--- config.mk ---
export PLATFORM = sky130hd
export DESIGN_NAME = pbwc_bridge_flat
export DESIGN_NICKNAME = d
export VERILOG_FILES = /design/src/common/pbwc_pkg.sv /design/src/common/pbwc_if.sv /design/src/verilog/pbwc_bridge.sv /design/src/flat_wrapper.sv
export SDC_FILE = /design/constraint.sdc
export NUM_CORES = 1
export LEC_CHECK = 0
export ABC_AREA = 1
export BUFFER_PORTS_ARGS = -buffer_cell sky130_fd_sc_hd__buf_2
export CORE_MARGIN = 3
export CORE_UTILIZATION = 40
export CTS_CLUSTER_SIZE = 40
export DETAILED_ROUTE_END_ITERATION = 16
export PLACE_DENSITY = 0.79
export REMOVE_ABC_BUFFERS = 1
export SLEW_MARGIN = 25
export SYNTH_ARGS = -nofsm -noshare
export SYNTH_HDL_FRONTEND = slang
export SYNTH_SLANG_ARGS = --single-unit
--- constraint.sdc ---
create_clock -name clk -period 1.7 [get_ports clk]
set_input_delay 0.085 -clock clk [delete_from_list [all_inputs] [get_ports clk]]
set_output_delay 0.085 -clock clk [all_outputs]
set_load 0.005 [all_outputs]
--- src/common/pbwc_pkg.sv ---
// constants for the peripheral bus wait control block
// assumes one system clock shared by cpu side and bridge side
// ==========================================================
package pbwc_pkg;
  localparam logic [31:0] PBWC_WAIT_CTRL_ADDR = 32'hfffff06e;
  localparam logic [7:0]  PBWC_WAIT_CTRL_RST  = 8'h77;
  localparam logic [7:0]  PBWC_WAIT_CTRL_MASK = 8'h77;
  localparam int          PBWC_SETUP_LSB      = 4;
  localparam int          PBWC_DATA_LSB       = 0;
  localparam int          PBWC_CNT_W          = 3;
  localparam logic [3:0]  PBWC_BASE_CYCLES    = 4'h3;
  localparam logic [1:0]  PBWC_SIZE_BYTE      = 2'h0;
  localparam logic [1:0]  PBWC_SIZE_HALF      = 2'h1;
  localparam logic [1:0]  PBWC_SIZE_WORD      = 2'h2;
  localparam logic [7:0]  PBWC_SET_16MHZ      = 8'h00;
  localparam logic [7:0]  PBWC_SET_25MHZ      = 8'h01;

  typedef enum logic [3:0]
  {
    PBWC_IDLE  = 4'h1,
    PBWC_SETUP = 4'h2,
    PBWC_BASE  = 4'h4,
    PBWC_DWAIT = 4'h8
  } pbwc_state_t;
endpackage

--- src/common/pbwc_if.sv ---
// link between cpu end and bridge end
// assumes both ends share clk
interface pbwc_if;
  logic        req;
  logic        wr;
  logic [31:0] addr;
  logic [1:0]  size;
  logic [31:0] wdata;
  logic [31:0] rdata;
  logic        done;
  logic        busy;

  modport bridge (input req, wr, addr, size, wdata, output rdata, done, busy);
  modport cpu    (output req, wr, addr, size, wdata, input rdata, done, busy);
endinterface

--- src/verilog/pbwc_bridge.sv ---
// bridge end: holds the wait control register and times peripheral accesses
// assumes cpu end holds a request steady until done; one clock domain
module pbwc_bridge
  import pbwc_pkg::*;
(
  input  wire logic  clk,
  input  wire logic  reset_n,
  input  wire logic  clk_en,
  pbwc_if.bridge     bus,
  output logic       per_sel,
  output logic       per_wr,
  output logic [31:0] per_addr,
  output logic [31:0] per_wdata,
  input  wire logic [31:0] per_rdata,
  output logic [7:0] wait_ctrl
);
  // ==========================================================
  // register
  logic [7:0]        periph_wait_ctrl_q;
  pbwc_state_t       state_q;
  logic [2:0]        cnt_q;
  logic [2:0]        addr_setup_wait_cnt;
  logic [2:0]        data_wait_cnt;
  logic              hit;
  logic              done_q;
  logic              busy_q;
  logic [31:0]       rdata_q;
  logic              wr_q;
  logic [31:0]       addr_q;
  logic [31:0]       wdata_q;
  logic              sel_q;

  assign addr_setup_wait_cnt = periph_wait_ctrl_q[PBWC_SETUP_LSB +: PBWC_CNT_W];
  assign data_wait_cnt       = periph_wait_ctrl_q[PBWC_DATA_LSB +: PBWC_CNT_W];
  assign hit = (addr_q == PBWC_WAIT_CTRL_ADDR);

  // write lands at end of access, so next access sees it
  always_ff @(posedge clk or negedge reset_n)
  begin
    if (!reset_n)
      periph_wait_ctrl_q <= PBWC_WAIT_CTRL_RST;
    else if (clk_en && state_q != PBWC_IDLE && cnt_q == 3'h0 && state_q == PBWC_BASE
             && data_wait_cnt == 3'h0 && hit && wr_q && bus.size == PBWC_SIZE_BYTE)
      periph_wait_ctrl_q <= wdata_q[7:0] & PBWC_WAIT_CTRL_MASK;
    else if (clk_en && state_q == PBWC_DWAIT && cnt_q == 3'h0 && hit && wr_q
             && bus.size == PBWC_SIZE_BYTE)
      periph_wait_ctrl_q <= wdata_q[7:0] & PBWC_WAIT_CTRL_MASK;
  end

  // ==========================================================
  // access sequencer, every count in system clocks
  always_ff @(posedge clk or negedge reset_n)
  begin
    if (!reset_n)
    begin
      state_q <= PBWC_IDLE;
      cnt_q   <= 3'h0;
    end
    else if (clk_en)
    begin
      case (state_q)
        PBWC_IDLE:
        begin
          if (bus.req && !done_q)
          begin
            if (addr_setup_wait_cnt != 3'h0)
            begin
              state_q <= PBWC_SETUP;
              cnt_q   <= addr_setup_wait_cnt - 3'h1;
            end
            else
            begin
              state_q <= PBWC_BASE;
              cnt_q   <= 3'h1;
            end
          end
        end
        PBWC_SETUP:
        begin
          if (cnt_q == 3'h0)
          begin
            state_q <= PBWC_BASE;
            cnt_q   <= 3'h1;
          end
          else
            cnt_q <= cnt_q - 3'h1;
        end
        PBWC_BASE:
        begin
          if (cnt_q != 3'h0)
            cnt_q <= cnt_q - 3'h1;
          else if (data_wait_cnt != 3'h0)
          begin
            state_q <= PBWC_DWAIT;
            cnt_q   <= data_wait_cnt - 3'h1;
          end
          else
            state_q <= PBWC_IDLE;
        end
        PBWC_DWAIT:
        begin
          if (cnt_q == 3'h0)
            state_q <= PBWC_IDLE;
          else
            cnt_q <= cnt_q - 3'h1;
        end
        default:
        begin
          state_q <= PBWC_IDLE;
          cnt_q   <= 3'h0;
        end
      endcase
    end
  end

  // latch request at start
  always_ff @(posedge clk or negedge reset_n)
  begin
    if (!reset_n)
    begin
      wr_q    <= 1'b0;
      addr_q  <= 32'h0000_0000;
      wdata_q <= 32'h0000_0000;
    end
    else if (clk_en && state_q == PBWC_IDLE && bus.req && !done_q)
    begin
      wr_q    <= bus.wr;
      addr_q  <= bus.addr;
      wdata_q <= bus.wdata;
    end
  end

  // ==========================================================
  // answer: done pulses after 3+setup+data cycles
  logic finishing;
  assign finishing = (state_q == PBWC_BASE && cnt_q == 3'h0 && data_wait_cnt == 3'h0)
                     || (state_q == PBWC_DWAIT && cnt_q == 3'h0);

  always_ff @(posedge clk or negedge reset_n)
  begin
    if (!reset_n)
    begin
      done_q  <= 1'b0;
      busy_q  <= 1'b0;
      rdata_q <= 32'h0000_0000;
      sel_q   <= 1'b0;
    end
    else if (clk_en)
    begin
      done_q <= finishing;
      busy_q <= (state_q == PBWC_IDLE) ? (bus.req && !done_q) : !finishing;
      sel_q  <= (state_q == PBWC_BASE) && !hit;
      if (finishing && !wr_q)
        rdata_q <= hit ? {24'h000000, periph_wait_ctrl_q} : per_rdata;
    end
  end

  assign bus.done   = done_q;
  assign bus.busy   = busy_q;
  assign bus.rdata  = rdata_q;
  assign per_sel    = sel_q;
  assign per_wr     = wr_q;
  assign per_addr   = addr_q;
  assign per_wdata  = wdata_q;
  assign wait_ctrl  = periph_wait_ctrl_q;
endmodule

--- src/flat_wrapper.sv ---
// flat-port wrapper written by rule: the top's interface ports become plain ports
module pbwc_bridge_flat import pbwc_pkg::*;
  (clk, reset_n, clk_en, per_sel, per_wr, per_addr, per_wdata, per_rdata, wait_ctrl, bus_req, bus_wr, bus_addr, bus_size, bus_wdata, bus_rdata, bus_done, bus_busy);
  pbwc_if bus_i ();
  input  wire logic clk;
  input  wire logic reset_n;
  input  wire logic clk_en;
  output logic per_sel;
  output logic per_wr;
  output logic [31:0] per_addr;
  output logic [31:0] per_wdata;
  input  wire logic [31:0] per_rdata;
  output logic [7:0] wait_ctrl;
  input wire logic [$bits(bus_i.req)-1:0] bus_req;
  input wire logic [$bits(bus_i.wr)-1:0] bus_wr;
  input wire logic [$bits(bus_i.addr)-1:0] bus_addr;
  input wire logic [$bits(bus_i.size)-1:0] bus_size;
  input wire logic [$bits(bus_i.wdata)-1:0] bus_wdata;
  output wire logic [$bits(bus_i.rdata)-1:0] bus_rdata;
  output wire logic [$bits(bus_i.done)-1:0] bus_done;
  output wire logic [$bits(bus_i.busy)-1:0] bus_busy;
  assign bus_i.req = bus_req;
  assign bus_i.wr = bus_wr;
  assign bus_i.addr = bus_addr;
  assign bus_i.size = bus_size;
  assign bus_i.wdata = bus_wdata;
  assign bus_rdata = bus_i.rdata;
  assign bus_done = bus_i.done;
  assign bus_busy = bus_i.busy;
  pbwc_bridge u_core (.clk(clk), .reset_n(reset_n), .clk_en(clk_en), .bus(bus_i), .per_sel(per_sel), .per_wr(per_wr), .per_addr(per_addr), .per_wdata(per_wdata), .per_rdata(per_rdata), .wait_ctrl(wait_ctrl));
endmodule
==> results.md <==
- Reg clk slew, reported paths: 0.05 ns
- Final wirelength: 17410 µm
- Final number of setup-violating endpoints: 0
- Vias in the first global route: 4932
- Syn Area/Cell: 10.46 µm²
- Total core area: 12260 µm²
- WP data arrival: 1.98 ns
- Area taken by multi-input logic gates: 2288 µm²
- Post-Synth XOR/XNOR Area: 0.3425%
- WL per Instance: 17.34 µm
- Minimum clock period after layout: 1.698 ns
- Placement Cell Area: 6429 µm²
- Seq. cell area: 2838 µm²
- Largest net degree at the start of global routing: 72
- First-pass GRT wire length: 25680 µm
- Vias per inst: 4.820
- Final Net Count: 931
- Syn Inst Count: 489
- Max Fclk: 588.8 MHz
- Design Area, Final: 8528 µm²
- Mux cell area share after synthesis: 16.52%
- HP Class: in -> reg
- Grt ovf: 0
- Rows: 40
- GPL Wtd Cong: 0.8123
- Worst hold margin: 0.05546 ns
- Number of synthesized register bits: 113
- Die ar.: 14180 µm²
- Tot Pwr: 0.01305 W
- Ant. Diodes: 0
- Commonest non-fill, non-tap cell in the layout: buf_2
- 1st-iter DRT viols: 268
- Worst Clk Skew: 0.009792 ns
- Lkg Pwr: 4.518 nW
- Worst setup path class: reg -> reg
- RSZ-0062 raised after global routing: true
- Max IR drop VDD: 0.8939 mV
- Post-synth cell types: 27
- Initial Util: 41.70%
- # DRC: 0
- Clk root buf: clkbuf_16
- H-tree depth: 4
- Layout area overhead: 66.77%
- Setup_tns: 0 ns
- Clock latency on the worst-skew pair: 0.41 ns
- Worst-path maximum fanout: 8
- Pins Over Slew Limit: 0
- Drt first pass iters: 4
- Number of hold violations in the final report: 0
- Final core occ: 69.55%
- Clock Sinks: 113
- CTS Buf Count: 17
- Initial antenna violation count: 1
- Pwr Density: 1530 nW/µm²
- Die W: 119.1 µm
- Aggregate global-route resource usage: 22.85%
- Number of port buffers: 208
- Mapped Area: 5114 µm²
- Vias: 4839
- Final Cycle Share: 99.91%
- Half-perimeter wire length after placement: 9859 µm
- CP endpoint kind: register
- Post-Synth Adder-Cell Area: 0.9787%
- # fillers: 811
- IO Pins: 211
- Chip Height: 119.1 µm
- Maxcap violations: 0
- Worst EP required: 1.98 ns
- Largest family of logic cells by synthesized area: simple AND/OR/NAND/NOR gates
- Setup crit start kind: register
- Synth Area in Compound Gates: 5.334%
- ANT nets after route: 0
- CTS Buffer Depth: 2
- Status: completed
- Simple-gate share of the synthesized area: 16.66%
- Layout cells sized above 1: 46.53%
- Syn. warnings: 0
- Most frequent cells in the layout: 207 x buf_2, 131 x nand2_1, 105 x dfrtp_1, 99 x dlygate4sd3_1, 54 x mux2_4
- CTS tree: built
- Register area share after synthesis: 55.47%
## cell families (layout without fill, tap and decap cells)
group / after synthesis / in the layout
XOR/XNOR: 2 / 2
other: 1 / 2
adder cells (fa/ha/maj): 4 / 4
AO/OA/AOI/OAI: 51 / 51
buffers and inverters: 49 / 394
multiplexers: 57 / 57
AND/OR/NAND/NOR: 212 / 213
flip-flops: 113 / 113
## metal layers
metal  vias up  GRT usage, %  share of wire [%]
met2       210         39.60                 53
met3        42         6.838                6.8
met1      2334         26.49                 37
met5         -             0              0.075
met4         2         8.907                2.8
li1       2251             -                  -
## repair_timing
| action | in CTS | in global routing |
|---|---|---|
| pin swaps | 0 | 7 |
| setup buffers | 0 | 6 |
| endpoints found under the hold margin | 211 | 0 |
| hold buffers | 99 | 0 |
| resized for setup | 3 | 87 |
| gates cloned | 0 | 8 |
| endpoints found under the setup margin | 2 | 45 |
## critical path: stages, from the launching register on
cell and delay, ns:
dfrtp_1 0.39, inv_2 0.09, ha_4 0.13, nand2_2 0.05, inv_2 0.07, nand4_1 0.14, nand2_4 0.16, nand3_4 0.16
clkbuf_16 0.24, nand2_4 0.06, o21ai_1 0.08
## final timing paths
check,start,end,slack [ns],cells after the start
worst max-delay path,u_core.cnt_q[1]$_DFFE_PN0P_,u_core.bus.rdata[23]$_DFFE_PN0P_,0.002,10
worst min-delay path,bus_size[0],u_core.wait_ctrl[6]$_DFFE_PN1P_,0.06,6
worst max register to register,u_core.cnt_q[1]$_DFFE_PN0P_,u_core.bus.rdata[23]$_DFFE_PN0P_,0.002,10
worst min register to register,u_core.bus.rdata[3]$_DFFE_PN0P_,u_core.bus.rdata[3]$_DFFE_PN0P_,0.49,2
max in group asynchronous,reset_n,u_core.per_wdata[25]$_DFFE_PN0P_,1.12,3
min in group asynchronous,reset_n,u_core.bus.done$_DFFE_PN0P_,0.21,3
## report_power, final
| group | switching [W] | internal, W | leakage (nW) |
|---|---|---|---|
| sequential | 0.000826 | 0.00376 | 1.40 |
| clock | 0.00121 | 0.00285 | 0.325 |
| combinational | 0.00190 | 0.00250 | 2.79 |
| total | 0.00394 | 0.00911 | 4.52 |
## metrics by stage
stage | worst slack [ns] | instances
finish | 0.001518 | 1004
global placement | 0.01881 | 860
detailed placement | -0.0004268 | 860
global route | -0.09716 | 1004
floorplan | -0.3502 | 472
CTS | -0.003244 | 990
## layout make-up
cell class,instances,share of cell area (%)
clock inverters,10,2.406
well taps,168,2.465
flip-flops and latches,113,33.27
inverters,31,1.364
multi-input cells,329,26.83
repair buffers,332,28.14
clock buffers,21,5.516
## registers in the layout, summed over array words and instances (netlist names)
signal / cells
u_core.bus.busy: 1
u_core.bus.done: 1
u_core.bus.rdata: 32
u_core.cnt_q: 3
u_core.per_addr: 32
u_core.per_sel: 1
u_core.per_wdata: 32
u_core.per_wr: 1
u_core.state_q: 4
u_core.wait_ctrl: 6
## cell usage after synthesis (all sizes together)
library cell	number	share of area (%)
buf	11	1.8
nand4	2	0.24
dfrtp	106	52
inv	31	2.3
o21ai	33	3.2
xor2	2	0.34
a21oi	11	1.1
ha	4	0.98
o21bai	6	0.88
conb	1	0.073
clkbuf	7	0.51
nand2	156	12
nor2	33	2.5
nor3	1	0.098
dfstp	7	3.6
a21boi	1	0.15
nand3	20	2.1
mux2	57	17
No activity file was read; power rests on OpenSTA's default activity.
